## src/rtl/ext_int_regs.svh

```systemverilog
// Register map, field positions and reset values of the pin interrupt block
// Assumes a 12-bit AXI4-Lite byte address; byte address = 4 * register index
`ifndef EXT_INT_REGS_SVH
`define EXT_INT_REGS_SVH

// ----------------------------------------------------------------
// Register indices
// ----------------------------------------------------------------
`define CTRL_IDX        10'h03b
`define STAT_IDX        10'h03c
`define MASK_IDX        10'h03d

// ----------------------------------------------------------------
// Control and status register fields
// ----------------------------------------------------------------
`define F_RSVD          7
`define F_PDD           6
`define F_EDG           5
`define F_PE            4
`define F_FLAG          3
`define F_ACK           2
`define F_IE            1
`define F_MODE          0

// ----------------------------------------------------------------
// Reset values and bus answers
// ----------------------------------------------------------------
`define CTRL_RESET      8'h00
`define RESP_OKAY       2'h0
`define RESP_SLVERR     2'h2

`endif

```

## src/rtl/ext_int_pkg.sv

```systemverilog
// Types of the pin interrupt block
// Assumes the register header is included by the design file
package ext_int_pkg;

	// Write channel sequencing, one-hot
	typedef enum logic [1:0]
	{
		WR_IDLE = 2'h1,
		WR_RESP = 2'h2
	} wr_st_t;

	// Whole state of the block apart from the two reset release flops
	typedef struct packed
	{
		logic       pdd;
		logic       edg;
		logic       pe;
		logic       flag;
		logic       ie;
		logic       mode;
		logic [1:0] sync;
		logic       asrt_prev;
		logic       sticky;
		logic       mask;
		wr_st_t     wst;
		logic       aw_got;
		logic       w_got;
		logic [9:0] waddr;
		logic [7:0] wdata;
		logic       wstrb0;
		logic [1:0] bresp;
		logic       rvalid;
		logic [7:0] rdata;
		logic [1:0] rresp;
	} state_t;

endpackage

```

## src/rtl/external_pin_interrupt_detect.sv

```systemverilog
// External interrupt pin detector with an AXI4-Lite register slave
// Assumes the pin is synchronous to ref_clk and the master keeps AXI rules
//
// Overview of operation
// - One 8-bit control and status register at index 3Bh, plus sticky status at 3Ch and mask at 3Dh; all bits zero after reset.
// - Bit 7 is reserved, reads zero and ignores writes.
// - Bit 6 at 0 keeps the internal pull device on while the pin is enabled, 1 turns it off.
// - Bit 5 picks polarity: 0 falling edge or low level, 1 rising edge or high level.
// - With the pin enabled and rising polarity chosen, the pullup is off whatever bit 6 says.
// - Bit 4 enables the pin function; with it clear the pin raises no event.
// - Bit 3 is a read-only flag set when a qualifying edge or level is seen.
// - Writing 1 to bit 2 clears the flag, writing 0 does nothing, and bit 2 reads zero.
// - In edge-and-level mode the flag cannot be cleared while the pin stays asserted.
// - Bit 1 passes the flag to the interrupt request; at 0 the flag is for polling only, but irq still follows the sticky status whenever mask is 1.
// - Bit 0 picks edge-only detection at 0 or edge-and-level detection at 1.
// - Enabling the pin sets the flag, which software clears before enabling requests.
// - While enabled, clocked logic watches the pin by the chosen mode and polarity.
//
// Our own choice: the AXI4-Lite slave port.
`timescale 1ns/1ps
`include "ext_int_regs.svh"

module external_pin_interrupt_detect
	import ext_int_pkg::*;
(
	input  wire logic        ref_clk,
	input  wire logic        resetn,
	input  wire logic        irq_pin,
	output logic             pullup_en,
	output logic             irq_req,
	output logic             irq,
	input  wire logic [11:0] s_axi_awaddr,
	input  wire logic        s_axi_awvalid,
	output logic             s_axi_awready,
	input  wire logic [31:0] s_axi_wdata,
	input  wire logic [3:0]  s_axi_wstrb,
	input  wire logic        s_axi_wvalid,
	output logic             s_axi_wready,
	output logic [1:0]       s_axi_bresp,
	output logic             s_axi_bvalid,
	input  wire logic        s_axi_bready,
	input  wire logic [11:0] s_axi_araddr,
	input  wire logic        s_axi_arvalid,
	output logic             s_axi_arready,
	output logic [31:0]      s_axi_rdata,
	output logic [1:0]       s_axi_rresp,
	output logic             s_axi_rvalid,
	input  wire logic        s_axi_rready
);

	// ----------------------------------------------------------------
	// Declarations
	// ----------------------------------------------------------------
	logic   rst_meta;
	logic   rst_n;
	state_t s_q;
	state_t s_d;
	logic   asserted;
	logic   edge_det;
	logic   ctrl_wr;
	logic   ack_wr;
	logic   pe_new;
	logic   flag_set;
	logic   flag_clr;
	logic   rd_take;

	// Matches a word address against a register index
	function automatic logic hit(input logic [9:0] word, input logic [9:0] idx);
		hit = (word == idx);
	endfunction

	// Read value of the register at a word address
	function automatic logic [7:0] read_mux(input logic [9:0] word, input state_t s);
		read_mux = 8'h00;
		if (hit(word, `CTRL_IDX))
		begin
			read_mux[`F_PDD]  = s.pdd;
			read_mux[`F_EDG]  = s.edg;
			read_mux[`F_PE]   = s.pe;
			read_mux[`F_FLAG] = s.flag;
			read_mux[`F_IE]   = s.ie;
			read_mux[`F_MODE] = s.mode;
		end
		else if (hit(word, `STAT_IDX))
		begin
			read_mux[0] = s.sticky;
		end
		else if (hit(word, `MASK_IDX))
		begin
			read_mux[0] = s.mask;
		end
	endfunction

	// Known address answers OKAY, anything else SLVERR
	function automatic logic [1:0] resp_for(input logic [9:0] word);
		if (hit(word, `CTRL_IDX) || hit(word, `STAT_IDX) || hit(word, `MASK_IDX))
		begin
			resp_for = `RESP_OKAY;
		end
		else
		begin
			resp_for = `RESP_SLVERR;
		end
	endfunction

	// ----------------------------------------------------------------
	// Reset release
	// ----------------------------------------------------------------

	// Two flops release the asynchronous reset in step with the clock
	always_ff @(posedge ref_clk or negedge resetn)
	begin
		if (!resetn)
		begin
			rst_meta <= 1'b0;
			rst_n    <= 1'b0;
		end
		else
		begin
			rst_meta <= 1'b1;
			rst_n    <= rst_meta;
		end
	end

	// ----------------------------------------------------------------
	// Pin detection terms
	// ----------------------------------------------------------------

	// polarity applied to the synchronised pin
	assign asserted = s_q.edg ? s_q.sync[1] : ~s_q.sync[1];
	// edge means a change into the asserted level
	assign edge_det = asserted & ~s_q.asrt_prev;

	// Write to the control register with its byte lane on
	assign ctrl_wr = (s_q.wst == WR_IDLE) && s_q.aw_got && s_q.w_got
		&& s_q.wstrb0 && hit(s_q.waddr, `CTRL_IDX);
	// acknowledge only on a written 1
	assign ack_wr  = ctrl_wr && s_q.wdata[`F_ACK];
	assign pe_new  = ctrl_wr ? s_q.wdata[`F_PE] : s_q.pe;

	// nothing sets the flag unless the pin is enabled after this cycle's write
	// a fresh enable sets the flag too
	// mode bit adds the level term
	assign flag_set = pe_new
		&& (!s_q.pe || edge_det || (s_q.mode && asserted));
	// an asserted pin in level mode blocks the clear
	assign flag_clr = ack_wr && !(s_q.mode && asserted && s_q.pe);

	assign rd_take = s_axi_arvalid && !s_q.rvalid;

	// ----------------------------------------------------------------
	// Next state
	// ----------------------------------------------------------------

	// Fills the next state from the current one and the bus
	always_comb
	begin
		s_d = s_q;

		s_d.sync      = {s_q.sync[0], irq_pin};
		s_d.asrt_prev = asserted;

		s_d.flag = flag_set || (s_q.flag && !flag_clr);

		// Sticky status follows every new set; a status read clears it
		if (rd_take && hit(s_axi_araddr[11:2], `STAT_IDX))
		begin
			s_d.sticky = 1'b0;
		end
		if (flag_set)
		begin
			s_d.sticky = 1'b1;
		end

		// Write address and data are taken in either order
		if (s_axi_awvalid && s_axi_awready)
		begin
			s_d.aw_got = 1'b1;
			s_d.waddr  = s_axi_awaddr[11:2];
		end
		if (s_axi_wvalid && s_axi_wready)
		begin
			s_d.w_got  = 1'b1;
			s_d.wdata  = s_axi_wdata[7:0];
			s_d.wstrb0 = s_axi_wstrb[0];
		end

		case (s_q.wst)
			WR_IDLE:
			begin
				if (s_q.aw_got && s_q.w_got)
				begin
					s_d.aw_got = 1'b0;
					s_d.w_got  = 1'b0;
					s_d.bresp  = resp_for(s_q.waddr);
					s_d.wst    = WR_RESP;
					if (ctrl_wr)
					begin
						// bit 7 and bit 3 are not stored from the bus
						s_d.pdd  = s_q.wdata[`F_PDD];
						s_d.edg  = s_q.wdata[`F_EDG];
						s_d.pe   = s_q.wdata[`F_PE];
						s_d.ie   = s_q.wdata[`F_IE];
						s_d.mode = s_q.wdata[`F_MODE];
					end
					if (s_q.wstrb0 && hit(s_q.waddr, `MASK_IDX))
					begin
						s_d.mask = s_q.wdata[0];
					end
				end
			end
			WR_RESP:
			begin
				if (s_axi_bready)
				begin
					s_d.wst = WR_IDLE;
				end
			end
			default:
			begin
				s_d.wst = WR_IDLE;
			end
		endcase

		// Read answer is latched when the address is taken
		if (rd_take)
		begin
			s_d.rvalid = 1'b1;
			s_d.rdata  = read_mux(s_axi_araddr[11:2], s_q);
			s_d.rresp  = resp_for(s_axi_araddr[11:2]);
		end
		else if (s_q.rvalid && s_axi_rready)
		begin
			s_d.rvalid = 1'b0;
		end
	end

	// ----------------------------------------------------------------
	// State register
	// ----------------------------------------------------------------

	always_ff @(posedge ref_clk or negedge rst_n)
	begin
		if (!rst_n)
		begin
			s_q <= '{
				pdd: 1'b0, edg: 1'b0, pe: 1'b0, flag: 1'b0,
				ie: 1'b0, mode: 1'b0, sync: 2'h0, asrt_prev: 1'b0,
				sticky: 1'b0, mask: 1'b0, wst: WR_IDLE,
				aw_got: 1'b0, w_got: 1'b0, waddr: 10'h000,
				wdata: `CTRL_RESET, wstrb0: 1'b0, bresp: `RESP_OKAY,
				rvalid: 1'b0, rdata: 8'h00, rresp: `RESP_OKAY
			};
		end
		else
		begin
			s_q <= s_d;
		end
	end

	// ----------------------------------------------------------------
	// Outputs
	// ----------------------------------------------------------------

	// pullup only for falling polarity with the pull device allowed
	assign pullup_en = s_q.pe && !s_q.pdd && !s_q.edg;
	// request gated by the enable bit
	assign irq_req   = s_q.flag && s_q.ie;
	assign irq       = s_q.sticky && s_q.mask;

	// Bus handshakes
	assign s_axi_awready = (s_q.wst == WR_IDLE) && !s_q.aw_got;
	assign s_axi_wready  = (s_q.wst == WR_IDLE) && !s_q.w_got;
	assign s_axi_bvalid  = (s_q.wst == WR_RESP);
	assign s_axi_bresp   = s_q.bresp;
	assign s_axi_arready = !s_q.rvalid;
	assign s_axi_rvalid  = s_q.rvalid;
	assign s_axi_rdata   = {24'h000000, s_q.rdata};
	assign s_axi_rresp   = s_q.rresp;
endmodule

```

## config.mk

```make
export PLATFORM = sky130hd
export DESIGN_NAME = external_pin_interrupt_detect
export DESIGN_NICKNAME = d
export VERILOG_FILES = /design/src/rtl/ext_int_pkg.sv /design/src/rtl/external_pin_interrupt_detect.sv
export VERILOG_INCLUDE_DIRS = /design/src /design/src/rtl
export SDC_FILE = /design/constraint.sdc
export NUM_CORES = 1
export LEC_CHECK = 0
export BUFFER_PORTS_ARGS = -buffer_cell sky130_fd_sc_hd__buf_2
export CAP_MARGIN = 20
export CORE_MARGIN = 3
export CORE_UTILIZATION = 40
export CTS_CLUSTER_DIAMETER = 150
export CTS_CLUSTER_SIZE = 24
export DETAILED_ROUTE_END_ITERATION = 10
export GPL_TIMING_DRIVEN = 0
export PLACE_DENSITY = 0.84
export SLEW_MARGIN = 20
export SYNTH_ARGS = -nofsm -noshare
export SYNTH_HDL_FRONTEND = slang
export SYNTH_SLANG_ARGS = --single-unit
```

## constraint.sdc

```tcl
create_clock -name ref_clk -period 1.2 [get_ports ref_clk]
set_input_delay 0 -clock ref_clk [delete_from_list [all_inputs] [get_ports ref_clk]]
set_output_delay 0 -clock ref_clk [all_outputs]
set_load 0.02 [all_outputs]
```

Word-level counts from Yosys, hierarchy flattened
Cells that the tools add are included.
{"block": "totals", "regBits": 46, "in_bits": 68}
{"block": "classes", "n_bitwise": 3, "n_eq_ne": 10, "n_reduce_logical": 44, "muxes": 19}
{"operator": "equality test 10 x 6 -> 1 bit (second input constant)", "n": 6}
{"operator": "logical AND 1 bit", "n": 23}
{"operator": "2-to-1 mux 1 bit", "n": 12}
{"operator": "logical NOT 1 bit", "n": 8}
{"operator": "2-to-1 mux 2 bit", "n": 4}
{"operator": "2-to-1 mux 4 bit", "n": 2}
{"operator": "logical OR 1 bit", "n": 7}
{"operator": "AND reduction 3 bit", "n": 2}
{"operator": "case mux 2 bit (2 select lines)", "n": 1}
{"operator": "AND reduction 2 bit", "n": 2}
{"operator": "nonzero test 2 bit", "n": 2}
{"operator": "equality test 2 x 1 -> 1 bit (second input constant)", "n": 1}
{"operator": "equality test 2 bit (second input constant)", "n": 1}
{"operator": "!= test 2 x 1 -> 1 bit (second input constant)", "n": 1}
{"operator": "!= test 2 bit (second input constant)", "n": 1}
{"operator": "inverter 1 bit", "n": 2}
{"operator": "AND 1 bit", "n": 1}

Logic depth before layout (Yosys ltp)
{"block": "logic_depth", "depth_word": 10, "depth_mapped": 5, "ltp_nobuf": 4}

Worst setup path before layout
OpenSTA, ideal clock, no wires.
{"block": "synth_path", "path_type": "flip-flop to flip-flop", "start": "reg s_q[34] in the netlist's numbering", "end": "reg s_q[22] in the netlist's numbering", "path_stages_with_launch": 6, "t_required_ns": 1.075, "t_arrival_ns": 1.601, "setup_time_ns": 0.125, "setup_slack_ns": -0.525, "cell_sequence": "dfstp_2 > nand2b_1 > nor2_1 > and2_1 > buf_2 > mux2_2"}
{"block": "synth_between", "elab_chain_cells": 3}
{"element": "start, declared", "line_no": "external_pin_interrupt_detect.sv:56", "rtl": "state_t s_q;"}
{"element": "start signal, assigned", "line_no": "external_pin_interrupt_detect.sv:246", "rtl": "s_q <= '{"}
{"element": "equality test 2 x 1 -> 1 bit", "line_no": "external_pin_interrupt_detect.sv:272", "rtl": "assign s_axi_awready = (s_q.wst == WR_IDLE) && !s_q.aw_got;"}
{"element": "logical AND 1 bit", "line_no": "external_pin_interrupt_detect.sv:272"}
{"element": "named net s_axi_awready", "line_no": "external_pin_interrupt_detect.sv:34", "rtl": "output logic s_axi_awready,"}
{"element": "logical AND 1 bit", "line_no": "external_pin_interrupt_detect.sv:176", "rtl": "if (s_axi_awvalid && s_axi_awready)"}
The timed path passes the listed nets, and every way through them passes these cells.
A chain may end at the register's enable or synchronous reset.

Final worst setup path
{"block": "layout_path", "start": "reg s_q[34] in the netlist's numbering", "end": "reg s_q[31] in the netlist's numbering"}
{"block": "layout_between", "elab_chain_cells": 3}
{"element": "equality test 2 x 1 -> 1 bit", "line_no": "external_pin_interrupt_detect.sv:272"}
{"element": "logical AND 1 bit", "line_no": "external_pin_interrupt_detect.sv:272"}
{"element": "logical AND 1 bit", "line_no": "external_pin_interrupt_detect.sv:176"}
Every way passes these cells.

==> flow_summary.yaml <==
setup_path:
  start_kind: "flop"
  cp_top_family: "flip-flops"
  r2r_cells: 6
  endpoint_kind: "flop"
  critPathBufInv: 2
  critPathKind: "flop to flop"
  worst_path_max_delay_cell: "dfstp_2"
  crit_chain: "buf_4 > buf_6 > nand2b_4 > nor2_4 > and2_4 > mux2_4"
  worstPathRequired_ps: 1380
  r2r-start: "s_q[34]"
  r2r_slack_ps: -390
  cp_max_fo: 5
  worst_r2r_endpoint: "s_q[31]"
  critPathArrivalTime_ps: 1770
  slowest_delay_ps: 540
place:
  hpwl_um: 2910
  place_area_sq_um: 2510
  gp_congestion: 0.697
  port_buffers: 50
timing:
  clock_skew_ps: 7.68
  fmax_mhz: 630
  max_slew.worst_pin.slew_ps: 867
  hold-worst-slack_ps: 43.4
  min_period_over_period: 1.32
  drv_slew: 0
  finalCriticalPeriod_ps: 1590
  rsz0062_at_grt: "true"
  setup_viol: 29
  timing.final.ws_setup_ps: -386
  slew_headroom: 0.422
  hold_viol: 0
die:
  initial_core_util: 0.423
  die_h_um: 77.3
  num_rows: 25
  fp.dieW_um: 77.3
  ios: 112
  core_sq_um: 4820
  dieArea_sq_um: 5980
detailed_routing:
  ant_nets: 0
  via_per_inst: 4.22
  wl_per_cell_um: 12.3
  num_vias: 1487
  dr.pass1.iters: 4
  drtIter0Drc: 64
  wirelength_um: 4310
  route.detailed.drc: 0
power_and_ir_drop:
  max-vdd-ir-drop_mv: 1.84
  p_int_w: 0.00372
  pwr-share-seq: 0.422
  p_sw_w: 0.00161
  p_clk_frac: 0.249
  p_sw_frac: 0.302
  leakage_nw: 1.56
  p_per_area_nw_per_um2: 1750
  pwr-share-comb: 0.329
clock_network:
  cts_sinks: 43
  clock_latency_ps: 300
  cts_max_level: 2
  cts_buffer_depth: 2
  cts_tree: "built"
  cts-root-buf: "clkbuf_8"
  numCtsBuffers: 5
  path_clk_slew_ps: 80
finish:
  fill_cells: 394
  final_area_sq_um: 3050
  nets: 352
  fin_util: 0.633
  num_antenna_cells: 0
  synthToLayoutAreaGrowth_pct: 49.7
  drive_above_1_share: 0.509
logic_synthesis:
  ys_seq_area_frac: 0.529
  yosysUniqueCellTypes: 37
  synthesis.area_sq_um: 2040
  syn_area_per_cell_sq_um: 11.9
  synth_edf_count: 0
  ys.flop_type: "dfrtp_1"
  ys_warn_count: 0
  ys_seq_elements: 43
  ys_async_sr_fraction: 1.00
  synthCells: 171
min_path:
  hold_end: "s_q[37]"
  hp-class: "input pin to flop"
  holdCritStartpoint: "s_axi_araddr[2]"
  whs_path_depth: 4
run_status:
  violations: "negative setup slack"
  status: "complete, but fails checks"
grt:
  grt_overflow: 0
  antenna_found_initial: 0
  first_global_vias: 1508
  grt_start_max_net_pins: 42
  grt_usage: 0.147
  grt_pass1_wl_um: 6960
flow_run:
  max-cap-violations: 0
==> cell families (layout without fill, tap and decap cells) <==
group,count (synthesis),count (layout),share of synthesized area
AOI/OAI and AO/OA,17,17,0.0584
xor gates and xnor gates,1,1,0.00430
DFF,43,43,0.529
buffers and inverters,44,130,0.149
muxes,24,24,0.132
other,2,29,0.00369
and+or+nand+nor,40,41,0.124
==> routing by layer <==
layer	track usage	vias up	share of wire
met2	0.269	58	0.53
met3	0.0534	5	0.070
met4	0.0267	0	0.0081
met1	0.164	680	0.39
li1	-	744	-
met5	0	-	0
==> state kept, by name, summed over array words and instances (netlist names) <==
| name | flops |
|---|---|
| s_q | 31 |
| s_axi_rdata | 6 |
| rst_meta | 1 |
| rst_n | 1 |
| s_axi_bresp | 1 |
| s_axi_rresp | 1 |
| s_axi_rvalid | 1 |
| s_d | 1 |
==> area by class of cell <==
class	count	area (sq um)	area share
sequential	43	1080	0.354
clock inverter	3	67.6	0.0222
buffer	38	287	0.0940
multi-input combinational	112	892	0.293
tap	67	83.8	0.0275
clock buffer	5	68.8	0.0226
inverter	5	18.8	0.00616
timing repair buffer	79	551	0.181
==> worst max-delay path by stage <==
| stage | startpoint | to | slack [ps] | cells after the start |
|---|---|---|---|---|
| 6_report | s_q[34] | s_q[31] | -390 | 6 |
| 3_5_place_dp | s_q[34] | s_q[37] | -470 | 5 |
| 4_1_cts | s_q[34] | s_q[42] | -380 | 4 |
| 5_1_grt | s_q[29] | s_q[43] | -440 | 5 |
| 2_1_floorplan | s_q[34] | s_q[43] | -320 | 5 |
| 3_3_place_gp | s_q[34] | s_q[43] | -440 | 5 |
==> metrics by stage <==
stage               power, W  setup TNS [ps]  setup slack, ps  std cells
floorplan            0.00313           -7030             -317        198
global placement     0.00338           -9140             -438        315
detailed placement   0.00346           -9600             -466        315
CTS                  0.00508           -8550             -382        349
global route         0.00563          -10880             -442        352
finish               0.00533           -9620             -386        352
==> power groups by stage <==
stage,Sequential [W],Combinational (W),Clock [W]
4_1_cts,0.00220,0.00152,0.00136
3_3_place_gp,0.00217,0.00121,0
3_5_place_dp,0.00220,0.00126,0
5_1_grt,0.00231,0.00189,0.00143
6_report,0.00225,0.00176,0.00133
2_1_floorplan,0.00211,0.00102,0
==> synthesized netlist by cell type (2+ instances only) <==
cell type / instances / area (sq um)
buf_4: 36 / 270
and4b_1: 2 / 20.0
nand2_1: 7 / 26.3
nor2_1: 8 / 30.0
conb_1: 2 / 7.51
mux2_2: 23 / 259
dfrtp_1: 42 / 1050
o21ai_0: 2 / 10.0
a21oi_1: 3 / 15.0
buf_2: 2 / 10.0
and2_1: 3 / 18.8
nand3_1: 4 / 20.0
inv_1: 5 / 18.8
nand2b_1: 5 / 31.3
a22o_1: 5 / 43.8
==> cell usage in the layout (no fill, tap or decap), types with 2 or more instances in the layout <==
master         instances
nand3_1                4
nor4_4                 2
nor2_4                 2
dlygate4sd3_1         24
mux2_4                13
a22o_1                 5
and2_4                 2
mux2_2                10
and2_1                 2
dfrtp_1               40
buf_4                 40
o21ai_1                2
buf_2                 47
dfrtp_2                2
nor2_1                 6
clkbuf_8               5
conb_1                29
nand2_1                7
nand2b_1               3
inv_1                  4
a21oi_1                2
bufinv_16              2
nand2b_4               2
buf_6                  5
==> worst min-delay path, cell delays in order <==
cell,delay (ps)
buf_2,100
nor2_1,50
nand2_1,50
o2bb2ai_1,90
==> timing repair <==
item | in CTS | in global routing
cloned | 1 | 0
resized for setup | 18 | 17
hold endpoints to repair | 24 | 0
buffers inserted | 2 | 3
hold buffers | 24 | 0
endpoints found under the setup margin | 28 | 38
pin swaps | 5 | 4
(Power assumes the default switching activity.)
